[config.mk]
export PLATFORM = sky130hd
export DESIGN_NAME = dlic_top
export DESIGN_NICKNAME = d
export VERILOG_FILES = /design/src/pkg/dlic_pkg.sv /design/src/dlic_top.sv
export SDC_FILE = /design/constraint.sdc
export NUM_CORES = 1
export LEC_CHECK = 0
export BUFFER_PORTS_ARGS = -buffer_cell sky130_fd_sc_hd__buf_2
export CAP_MARGIN = 20
export CELL_PAD_IN_SITES_DETAIL_PLACEMENT = 0
export CELL_PAD_IN_SITES_GLOBAL_PLACEMENT = 2
export CORE_MARGIN = 4
export CORE_UTILIZATION = 38
export DETAILED_ROUTE_END_ITERATION = 7
export PLACE_DENSITY = 0.77
export SLEW_MARGIN = 25
export SYNTH_ARGS = -nofsm -noshare
export SYNTH_HDL_FRONTEND = slang
export SYNTH_SLANG_ARGS = --single-unit
[constraint.sdc]
create_clock -name CLOCK -period 47 [get_ports CLOCK]
set_input_delay 2.35 -clock CLOCK [delete_from_list [all_inputs] [get_ports CLOCK]]
set_output_delay 2.35 -clock CLOCK [all_outputs]
set_load 0.03 [all_outputs]
[src/pkg/dlic_pkg.sv]
package dlic_pkg;

  localparam int unsigned DLIC_AW = 32;
  localparam int unsigned DLIC_DW = 32;
  localparam int unsigned DLIC_NSRC = 32;

  // Byte addresses of the register map
  localparam logic [31:0] DLIC_OFS_NORMAL_ACTIVE_STATUS    = 32'hffff_0000;
  localparam logic [31:0] DLIC_OFS_NORMAL_RAW_SIGNAL       = 32'hffff_0004;
  localparam logic [31:0] DLIC_OFS_NORMAL_ENABLE_MASK      = 32'hffff_0008;
  localparam logic [31:0] DLIC_OFS_NORMAL_MASK_CLEAR       = 32'hffff_000c;
  localparam logic [31:0] DLIC_OFS_NESTING_CONTROL         = 32'hffff_0010;
  localparam logic [31:0] DLIC_OFS_VECTOR_TABLE_BASE       = 32'hffff_0014;
  localparam logic [31:0] DLIC_OFS_VECTOR_READ             = 32'hffff_001c;
  localparam logic [31:0] DLIC_OFS_PRIORITY_WORD_FIRST     = 32'hffff_0020;
  localparam logic [31:0] DLIC_OFS_PRIORITY_WORD_SECOND    = 32'hffff_0024;
  localparam logic [31:0] DLIC_OFS_PRIORITY_WORD_THIRD     = 32'hffff_0028;
  localparam logic [31:0] DLIC_OFS_FAST_ACTIVE_STATUS      = 32'hffff_0100;
  localparam logic [31:0] DLIC_OFS_FAST_RAW_SIGNAL         = 32'hffff_0104;
  localparam logic [31:0] DLIC_OFS_FAST_ENABLE_MASK        = 32'hffff_0108;
  localparam logic [31:0] DLIC_OFS_FAST_MASK_CLEAR         = 32'hffff_010c;
  localparam logic [31:0] DLIC_OFS_SOFTWARE_REQUEST_CONFIG = 32'hffff_0110;

  localparam logic [31:0] DLIC_RST_WORD = 32'h0000_0000;
  localparam logic [15:0] DLIC_RST_BASE = 16'h0000;
  localparam logic [1:0]  DLIC_RST_NEST = 2'h0;
  localparam logic [2:0]  DLIC_RST_PRIO = 3'h0;

  // Fields
  localparam int unsigned DLIC_SWR_NORMAL_BIT = 1;
  localparam int unsigned DLIC_SWR_FAST_BIT   = 2;
  localparam int unsigned DLIC_SRC_SOFT       = 1;
  localparam int unsigned DLIC_NEST_NORMAL    = 0;
  localparam int unsigned DLIC_NEST_FAST      = 1;
  localparam int unsigned DLIC_VEC_SRC_LSB    = 2;
  localparam int unsigned DLIC_VEC_BASE_LSB   = 7;
  localparam int unsigned DLIC_PRIO_WORDS     = 4;
  localparam int unsigned DLIC_PRIO_FIELD_W   = 4;

  typedef struct packed {
    logic [31:0] active_status;
    logic [31:0] raw_signal;
    logic [31:0] enable_mask;
  } dlic_level_t;

  typedef struct packed {
    dlic_level_t  normal;
    dlic_level_t  fast;
    logic [2:0]   swr;
    logic [1:0]   nest;
    logic [15:0]  base;
    logic [95:0]  prio;
    logic [4:0]   top_src;
    logic         irq;
    logic         fiq;
    logic         waitreq;
    logic         rvalid;
    logic [31:0]  rdata;
  } dlic_state_t;

endpackage : dlic_pkg

[src/dlic_top.sv]
// Operation
// - Normal request output is OR of all 32 normal active status bits.
// - Normal raw bits follow peripheral request lines; register is read-only.
// - Normal enable bit 1 lets source raise normal request; 0 masks it.
// - Writing zeros to an enable mask never clears bits; writes only set.
// - Normal mask-clear write clears enable bits written as 1, others kept.
// - Normal active status equals normal raw AND normal enable.
// - Standard mode has no priority encoding; software reads active status. Code still gives the lowest active bit as top normal source.
// - Fast request is OR of fast active bits 31..1, also drives bit 0.
// - Setting a bit in one level's enable clears it in the other.
// - Fast raw bits follow fast peripheral lines; register is read-only.
// - Fast enable bit 1 lets source raise fast request; 0 masks it.
// - Fast mask-clear write clears fast enable bits written as 1.
// - Fast active status equals fast raw AND fast enable.
// - Programmed requests bypass masks into raw and active of chosen level.
// - Software request bit 1 drives normal raw and active bit 1.
// - Software request bit 2 drives fast raw and active bit 1.
// - Nesting control bit 0 enables vectored normal, bit 1 vectored fast.
// - Vectored mode nests eight levels per level; fast outranks normal.
// - Each source has a programmable priority 0 to 7 in priority words.
// - Vector base holds 16-bit base in bits 15:0; upper bits read zero.
// - Each bit is a fixed source; bit 1 software, bit 0 fast OR.
// - Vector read gives base in 22:7 and top normal source in 6:2.
`timescale 1ns/1ps
module dlic_top #(
  parameter int unsigned NSRC = dlic_pkg::DLIC_NSRC
) (
  input  wire logic        CLOCK,
  input  wire logic        RST_N,
  input  wire logic [31:0] NORMAL_SRC,
  input  wire logic [31:0] FAST_SRC,
  input  wire logic [31:0] AVS_ADDRESS,
  input  wire logic        AVS_READ,
  input  wire logic        AVS_WRITE,
  input  wire logic [31:0] AVS_WRITEDATA,
  input  wire logic [3:0]  AVS_BYTEENABLE,
  output logic      [31:0] AVS_READDATA,
  output logic             AVS_WAITREQUEST,
  output logic             IRQ_OUT,
  output logic             FIQ_OUT,
  output logic             NEST_NORMAL_EN,
  output logic             NEST_FAST_EN,
  output logic      [4:0]  TOP_NORMAL_SRC
);

  dlic_pkg::dlic_state_t s_q;
  dlic_pkg::dlic_state_t s_d;

  logic [31:0] wmask;
  logic [31:0] wval;
  logic [31:0] n_raw;
  logic [31:0] f_raw;
  logic [31:0] n_act;
  logic [31:0] f_act;
  logic        f_or;
  logic        acc;
  logic [31:0] rd;
  logic [31:0] n_gated;
  logic [31:0] f_gated;

  // Normal and fast mask gate; bits 1 and 0 are fixed sources, driven elsewhere without a mask
  for (genvar g = 0; g < 32; g++) begin : g_src
    if (g < 2) begin : g_fixed
      assign n_gated[g] = 1'b0;
      assign f_gated[g] = 1'b0;
    end else begin : g_line
      assign n_gated[g] = NORMAL_SRC[g] & s_q.normal.enable_mask[g];
      assign f_gated[g] = FAST_SRC[g] & s_q.fast.enable_mask[g];
    end
  end

  // Byte enables expanded to a bit mask
  function automatic logic [31:0] dlic_be_mask(input logic [3:0] be);
    logic [31:0] m;
    m = 32'h0000_0000;
    for (int i = 0; i < 4; i++) begin
      m[i*8 +: 8] = {8{be[i]}};
    end
    return m;
  endfunction : dlic_be_mask

  function automatic logic dlic_hit(input logic [31:0] a, input logic [31:0] ofs);
    return a == ofs;
  endfunction : dlic_hit

  // Three-bit priority of a source from the packed priority words
  function automatic logic [2:0] dlic_prio(input logic [95:0] p, input int unsigned src);
    return p[src*3 +: 3];
  endfunction : dlic_prio

  // Highest priority active source when vec is set, else lowest active bit; 7 is most urgent, ties go to lowest bit
  function automatic logic [4:0] dlic_pick(input logic [31:0] act, input logic [95:0] p, input logic vec);
    logic [4:0] best;
    logic [2:0] bp;
    logic       found;
    best  = 5'h00;
    bp    = 3'h0;
    found = 1'b0;
    for (int i = 0; i < 32; i++) begin
      if (act[i] && (!found || (vec && dlic_prio(p, i) > bp))) begin
        best  = 5'(i);
        bp    = dlic_prio(p, i);
        found = 1'b1;
      end
    end
    return best;
  endfunction : dlic_pick

  always_comb begin
    s_d  = s_q;
    acc  = (AVS_READ || AVS_WRITE) && s_q.waitreq;
    wmask = dlic_be_mask(AVS_BYTEENABLE);
    wval  = AVS_WRITEDATA & wmask;

    // Bit 1 software, bit 0 fast OR
    n_raw = NORMAL_SRC;
    n_raw[dlic_pkg::DLIC_SRC_SOFT] = s_q.swr[dlic_pkg::DLIC_SWR_NORMAL_BIT];
    f_raw = FAST_SRC;
    f_raw[dlic_pkg::DLIC_SRC_SOFT] = s_q.swr[dlic_pkg::DLIC_SWR_FAST_BIT];

    f_act = f_gated;
    f_act[dlic_pkg::DLIC_SRC_SOFT] = f_raw[dlic_pkg::DLIC_SRC_SOFT];
    f_or = |f_act[31:1];
    f_act[0] = f_or;
    f_raw[0] = f_or;
    n_raw[0] = f_or;

    n_act = n_gated;
    n_act[dlic_pkg::DLIC_SRC_SOFT] = n_raw[dlic_pkg::DLIC_SRC_SOFT];
    n_act[0] = f_or;

    s_d.normal.raw_signal    = n_raw;
    s_d.normal.active_status = n_act;
    s_d.fast.raw_signal      = f_raw;
    s_d.fast.active_status   = f_act;
    s_d.irq = |n_act;
    s_d.fiq = f_or;

    s_d.top_src = dlic_pick(n_act, s_q.prio, s_q.nest[dlic_pkg::DLIC_NEST_NORMAL]);

    s_d.waitreq = !acc;
    s_d.rvalid  = 1'b0;

    rd = dlic_pkg::DLIC_RST_WORD;
    unique case (AVS_ADDRESS)
      dlic_pkg::DLIC_OFS_NORMAL_ACTIVE_STATUS:    rd = s_q.normal.active_status;
      dlic_pkg::DLIC_OFS_NORMAL_RAW_SIGNAL:       rd = s_q.normal.raw_signal;
      dlic_pkg::DLIC_OFS_NORMAL_ENABLE_MASK:      rd = s_q.normal.enable_mask;
      dlic_pkg::DLIC_OFS_NESTING_CONTROL:         rd = {30'h0000_0000, s_q.nest};
      dlic_pkg::DLIC_OFS_VECTOR_TABLE_BASE:       rd = {16'h0000, s_q.base};
      dlic_pkg::DLIC_OFS_VECTOR_READ:             rd = {9'h000, s_q.base, s_q.top_src, 2'h0};
      dlic_pkg::DLIC_OFS_PRIORITY_WORD_FIRST:     rd = s_q.prio[31:0];
      dlic_pkg::DLIC_OFS_PRIORITY_WORD_SECOND:    rd = s_q.prio[63:32];
      dlic_pkg::DLIC_OFS_PRIORITY_WORD_THIRD:     rd = s_q.prio[95:64];
      dlic_pkg::DLIC_OFS_FAST_ACTIVE_STATUS:      rd = s_q.fast.active_status;
      dlic_pkg::DLIC_OFS_FAST_RAW_SIGNAL:         rd = s_q.fast.raw_signal;
      dlic_pkg::DLIC_OFS_FAST_ENABLE_MASK:        rd = s_q.fast.enable_mask;
      dlic_pkg::DLIC_OFS_SOFTWARE_REQUEST_CONFIG: rd = {29'h0000_0000, s_q.swr};
      default:                                    rd = dlic_pkg::DLIC_RST_WORD;
    endcase
    if (acc && AVS_READ) begin
      s_d.rdata = rd;
    end

    if (acc && AVS_WRITE) begin
      case (AVS_ADDRESS)
        dlic_pkg::DLIC_OFS_NORMAL_ENABLE_MASK: begin
          s_d.normal.enable_mask = s_q.normal.enable_mask | wval;
          s_d.fast.enable_mask   = s_q.fast.enable_mask & ~wval;
        end
        dlic_pkg::DLIC_OFS_FAST_ENABLE_MASK: begin
          s_d.fast.enable_mask   = s_q.fast.enable_mask | wval;
          s_d.normal.enable_mask = s_q.normal.enable_mask & ~wval;
        end
        dlic_pkg::DLIC_OFS_NORMAL_MASK_CLEAR: begin
          s_d.normal.enable_mask = s_q.normal.enable_mask & ~wval;
        end
        dlic_pkg::DLIC_OFS_FAST_MASK_CLEAR: begin
          s_d.fast.enable_mask = s_q.fast.enable_mask & ~wval;
        end
        dlic_pkg::DLIC_OFS_NESTING_CONTROL: begin
          s_d.nest = (s_q.nest & ~wmask[1:0]) | wval[1:0];
        end
        dlic_pkg::DLIC_OFS_VECTOR_TABLE_BASE: begin
          s_d.base = (s_q.base & ~wmask[15:0]) | wval[15:0];
        end
        dlic_pkg::DLIC_OFS_PRIORITY_WORD_FIRST: begin
          s_d.prio[31:0] = (s_q.prio[31:0] & ~wmask) | wval;
        end
        dlic_pkg::DLIC_OFS_PRIORITY_WORD_SECOND: begin
          s_d.prio[63:32] = (s_q.prio[63:32] & ~wmask) | wval;
        end
        dlic_pkg::DLIC_OFS_PRIORITY_WORD_THIRD: begin
          s_d.prio[95:64] = (s_q.prio[95:64] & ~wmask) | wval;
        end
        dlic_pkg::DLIC_OFS_SOFTWARE_REQUEST_CONFIG: begin
          s_d.swr = (s_q.swr & ~wmask[2:0]) | (wval[2:0] & 3'h6);
        end
        default: begin
          s_d.swr = s_q.swr;
        end
      endcase
    end
  end

  always_ff @(posedge CLOCK or negedge RST_N) begin
    if (!RST_N) begin
      s_q         <= '0;
      s_q.waitreq <= 1'b1;
    end else begin
      s_q <= s_d;
    end
  end

  assign AVS_READDATA    = s_q.rdata;
  assign AVS_WAITREQUEST = s_q.waitreq;
  assign IRQ_OUT         = s_q.irq;
  assign FIQ_OUT         = s_q.fiq;
  assign NEST_NORMAL_EN  = s_q.nest[dlic_pkg::DLIC_NEST_NORMAL];
  assign NEST_FAST_EN    = s_q.nest[dlic_pkg::DLIC_NEST_FAST];
  assign TOP_NORMAL_SRC  = s_q.top_src;

endmodule : dlic_top

==> impl_metrics.tcl, run 1 <==
set metrics [dict create \
    outcome "finished, violations left" \
    violations "design-rule violations" \
    drt_first_pass_iters 8 \
    drv_cap 0 \
    antenna_found_initial 3 \
    min_period_ps 44820 \
    grt-busiest-layer "met2" \
    cts_num_sinks 343 \
    die-area_mm2 0.0545 \
    placementRows 82 \
    grt_use_met2 0.451 \
    final_common_cell "dfrtp_1" \
    power_leakage_nw 11.5 \
    die_w_um 234 \
    routabilityCongestion 0.943 \
    cp.arrival_ps 45220 \
    nets 2515 \
    synth-main-ff-cell "dfrtp_1" \
    timing.rr.end "TOP_NORMAL_SRC[3]" \
    gr-usage-met3 0.0500 \
    grt_max_degree 130 \
    rr_worst_depth 237 \
    clk_path_buf_depth 3 \
    critPathCaptureType "flip-flop" \
    cts_hold_buf 0 \
    ant_nets 0 \
    path_buf_inv 18 \
    hold_class "flip-flop to flip-flop" \
    hold_path_end "s_q[191]" \
    dp_hpwl_um 61000 \
    track_usage 0.287 \
    ys_async_sr_fraction 1.00 \
    diodes 0 \
    drv_slew 0 \
    worstSetupPathType "input port to flip-flop" \
    grt_pass1_wl_um 116000 \
    htreeDepth 2 \
    wl_per_cell_um 26.8 \
    syn_inst 2021 \
    coreArea_mm2 0.0502 \
    worst-r2r-setup-slack_ps 3690 \
    mostFrequentLayoutCells "341 x dfrtp_1, 231 x buf_4, 219 x nand2_1" \
    start_util 0.385 \
    area_growth_pct 24.8 \
    slew_headroom 0.295 \
    finClkSkew_ps 17.4 \
    cts_tree "done" \
    cts_inserted_buffers 38 \
    worstMarginPinSlew_ps 1060 \
    dp_cells 2930 \
    die-height_um 234 \
    io_pins 178 \
    grt_pass1_vias 17600 \
    fin_tns_setup_ps 0 \
    syn_area_mm2 0.0193 \
    final-hold-violation-count 0 \
    use_met1 0.403 \
    clockRootBuffer "clkbuf_16" \
    clk_latency_ps 550 \
    cp.depth 237 \
    crit_family "compound AO/OA/AOI/OAI gates" \
    routed_wl_um 81100 \
    hold_depth 0 \
    ys_ff_latch 343 \
    required_ps 47400 \
    synth.net_count 2204 \
    start_kind "input port" \
    grt.overflow.total 0 \
    io_buffer_count 173 \
    fin_cells 3030 \
    slowest_stage "or4_4" \
    synthDistinctLibCells 108 \
    cp_common_cell "ha_1" \
    vdd_drop_max_mv 0.0209 \
    synth_edf_count 0 \
    finalSetupViolations 0 \
    syn-mean-instance-area_um2 9.56 \
    whs_ps 428 \
    dr.first_iter.drc_count 2017 \
    p_per_area_mw_per_mm2 26.3 \
    fin_crit_sh 0.954 \
    drive_above_1_share 0.305 \
    synth_warnings 0 \
    clk_pin_slew_worst_paths_ps 60 \
    crit_fanout 6 \
    fmax_mhz 22.3 \
    via_count 18400 \
    drc 2 \
    cpPeakStageDelay_ps 540 \
    via_per_inst 6.07 \
    ys_seq_area_frac 0.444 \
]
## worst max path at each step
stage	from	endpoint	slack, ps
after floorplan	FAST_SRC[3]	TOP_NORMAL_SRC[3]	1670
after global placement	FAST_SRC[7]	TOP_NORMAL_SRC[4]	-1240
after detailed placement	FAST_SRC[7]	TOP_NORMAL_SRC[4]	-1260
after CTS	FAST_SRC[7]	TOP_NORMAL_SRC[4]	50
after global routing	FAST_SRC[3]	TOP_NORMAL_SRC[3]	-220
final	FAST_SRC[3]	TOP_NORMAL_SRC[3]	2180
## what timing repair did
action                     CTS  global route
pin swaps                    0            88
buffers inserted             0            33
setup endpoints to repair    5             5
hold endpoints to repair     0             0
resized for setup           18           120
## cells by family (layout without fill, tap and decap cells)
logic type | Yosys count | count (layout) | share of synthesized area
buffers and inverters | 228 | 565 | 0.0522
multiplexers | 98 | 98 | 0.0567
XOR/XNOR | 1 | 1 | 0.000453
flip-flops | 343 | 343 | 0.444
AND/OR/NAND/NOR | 598 | 598 | 0.147
adder cells (fa/ha/maj) | 58 | 58 | 0.0363
AO/OA/AOI/OAI | 695 | 695 | 0.264
## synthesized netlist by cell type (all sizes together) (13+ instances only)
master | n | area, um^2
inv | 91 | 342
a31oi | 75 | 469
nand3 | 43 | 220
clkbuf | 92 | 347
a22oi | 32 | 250
nand2 | 229 | 860
buf | 45 | 322
nor2b | 16 | 100
a22o | 27 | 236
a21o | 46 | 345
a41oi | 34 | 317
o211ai | 21 | 168
o31ai | 16 | 139
and3 | 16 | 100
o21a | 16 | 121
nand4 | 13 | 81.3
a222oi | 54 | 541
ha | 47 | 588
a21oi | 121 | 613
dfrtp | 342 | 8560
o21ai | 113 | 569
mux2 | 89 | 1010
a221oi | 28 | 275
nor3 | 42 | 210
and2 | 54 | 345
nor2 | 127 | 482
## power by group
part | total (W) | switching (W) | leakage (nW) | internal (W)
sequential | 0.000299 | 0.00000114 | 4.40 | 0.000298
clock | 0.000309 | 0.000125 | 0.626 | 0.000183
combinational | 0.0000255 | 0.0000192 | 6.44 | 0.00000627
## routing by layer
metal	wire, um	part of all wire	vias up
met2	36000	0.44	862
li1	-	-	8232
met4	3250	0.040	2
met5	11	0.00014	-
met3	6900	0.085	144
met1	35000	0.43	9157
## stage by stage
stage / worst slack, ps / area, um^2 / power (W) / utilization
floorplan: 1670 / 19300 / 0.000307 / -
global placement: -1240 / 21900 / 0.000329 / 0.437
detailed placement: -1260 / 22000 / 0.000330 / 0.438
CTS: 49.9 / 23300 / 0.000637 / 0.465
global route: -220 / 24100 / 0.000651 / 0.481
finish: 2180 / 24100 / 0.000633 / 0.481
## area by class of cell
cell class              instances  area [um^2]
clock buffers                  55         1130
clock inverters                11          161
fillers                      4720        26000
inverters                      91          342
multi-input cells            1450        10400
flip-flops and latches        343         8590
well taps                     672          841
repair buffers                408         2670
Power figures use the tool's default switching activity.
==> run 2: changes to the inputs <==
CORE_UTILIZATION = 41   (was 38)
PLACE_DENSITY = 0.82   (was 0.77)
clock period = 52.2 ns   (was 47 ns; I/O delays follow)
==> run 2 against run 1 <==
The run still ends with design-rule violations left. Global-route usage increased by 0.54 points. Hold slack improved by 22 ps. Non-clock buffer count decreased by 173. Critical path type unchanged. Largest cell class unchanged.
==> impl_metrics.tcl, run 2 (synthesis results as in run 1) <==
set metrics [dict create \
    via_per_inst 6.34 \
    grt_max_degree 184 \
    die_w_um 225 \
    die-area_mm2 0.0507 \
    power_leakage_nw 10.5 \
    power.share.sequential 0.493 \
    clk_path_buf_depth 3 \
    outcome "finished, violations left" \
    track_usage 0.292 \
    violations "design-rule violations" \
    fin_ws_ps 3150 \
    vdd_drop_max_mv 0.0207 \
    p_int_w 0.000419 \
    final-hold-violation-count 0 \
    switching_share 0.235 \
    required_ps 52560 \
    clkPwrFrac 0.467 \
    clk_latency_ps 550 \
    antenna_found_initial 5 \
    p_per_area_mw_per_mm2 24.7 \
    mostFrequentLayoutCells "341 x dfrtp_1, 227 x nand2_1, 172 x buf_2" \
    crit_fanout 9 \
    hold_class "flip-flop to flip-flop" \
    p_comb_frac 0.040 \
    preCtsSetupSlack_ps 1170 \
    cts_tree "done" \
    grt_pass1_vias 16700 \
    die-height_um 225 \
    htreeDepth 2 \
    clockRootBuffer "clkbuf_16" \
    placementRows 79 \
    start_util 0.415 \
    drv_cap 0 \
    fmax_mhz 20.4 \
    finClkSkew_ps 29.0 \
    grt_pass1_wl_um 111000 \
    critPathCaptureType "flip-flop" \
    worstSetupPathType "input port to flip-flop" \
    cpPeakStageDelay_ps 660 \
    worstMarginPinSlew_ps 1090 \
    drive_above_1_share 0.210 \
    routabilityCongestion 0.895 \
    fin_crit_sh 0.940 \
    io_buffer_count 173 \
    rsz0062_at_grt "false" \
    coreArea_mm2 0.0466 \
    drv_slew 0 \
    slew_headroom 0.270 \
    nets 2341 \
    cts_num_sinks 343 \
    final_common_cell "dfrtp_1" \
    cts_inserted_buffers 37 \
    cp_common_cell "ha_1" \
    area_growth_pct 14.6 \
    dp_hpwl_um 57600 \
    wl_per_cell_um 27.6 \
    via_count 17700 \
    min_period_ps 49050 \
    grt.overflow.total 0 \
    finalSetupViolations 0 \
    switching_power_w 0.000128 \
    ant_nets 0 \
    io_pins 178 \
    drt_first_pass_iters 8 \
    slowest_stage "or4_1" \
    fin_tns_setup_ps 0 \
    drc 10 \
    routed_wl_um 77000 \
    start_kind "input port" \
    dr.first_iter.drc_count 2296 \
    clk_pin_slew_worst_paths_ps 60 \
    cp.arrival_ps 49410 \
]
==> run 2: worst paths after layout <==
path	start	to	slack, ps	cells after the start
setup / recovery	FAST_SRC[3]	TOP_NORMAL_SRC[3]	3150	233
hold / removal	flip-flop	s_q[191]	450	0
setup reg to reg	flip-flop	TOP_NORMAL_SRC[3]	4880	232
hold reg to reg	flip-flop	s_q[191]	450	0
max in group asynchronous	RST_N	asynchronous set/reset pin	48630	3
min in group asynchronous	RST_N	s_q[290]	2030	1
==> run 2: power groups by stage <==
stage               clock (W)  sequential [W]  combinational (W)
global route         0.000268        0.000269          0.0000237
floorplan                   0        0.000274         0.00000276
global placement            0        0.000274          0.0000215
CTS                  0.000258        0.000269          0.0000217
finish               0.000256        0.000269          0.0000219
detailed placement          0        0.000274          0.0000217
==> run 2: what timing repair did <==
| item | 4_1_cts | 5_1_grt |
|---|---|---|
| setup buffers | 0 | 5 |
| gates resized for setup | 0 | 27 |
| setup endpoints to repair | 0 | 5 |
| hold buffers | 0 | 0 |
==> run 2: layer usage <==
metal / GRT usage / vias up / part of all wire
met5: 0 / - / 0.00021
met4: 0.0640 / 2 / 0.023
met3: 0.0616 / 106 / 0.093
met2: 0.461 / 851 / 0.45
met1: 0.419 / 8872 / 0.43
li1: - / 7885 / -
==> run 2: area by class of cell <==
class | instances | area [um^2]
Tap cell | 607 | 759
Antenna cell | 1 | 2.50
Clock buffer | 56 | 1020
Inverter | 91 | 342
Timing Repair Buffer | 235 | 1400
Fill cell | 4413 | 24400
Clock inverter | 10 | 116
Multi-Input combinational cell | 1450 | 9920
Sequential cell | 343 | 8590
==> run 2: worst max-delay path: cells and delay by family <==
family	cells	cell delay, ps
buffers and inverters	10	1320
AO/OA/AOI/OAI	88	17020
adder cells (fa/ha/maj)	38	11070
AND/OR/NAND/NOR	80	11480
multiplexers	17	5900
==> run 2: metrics by stage <==
stage                     instance area, um^2  hold WS [ps]  power, W  cells   util
final                                   22100           449  0.000547   2793  0.476
after global routing                    22100           472  0.000561   2792  0.476
after CTS                               21900           450  0.000549   2786  0.471
after detailed placement                20800           441  0.000296   2720  0.447
after global placement                  20800           425  0.000296   2719  0.446
after floorplan                         19300           391  0.000277   2021      -
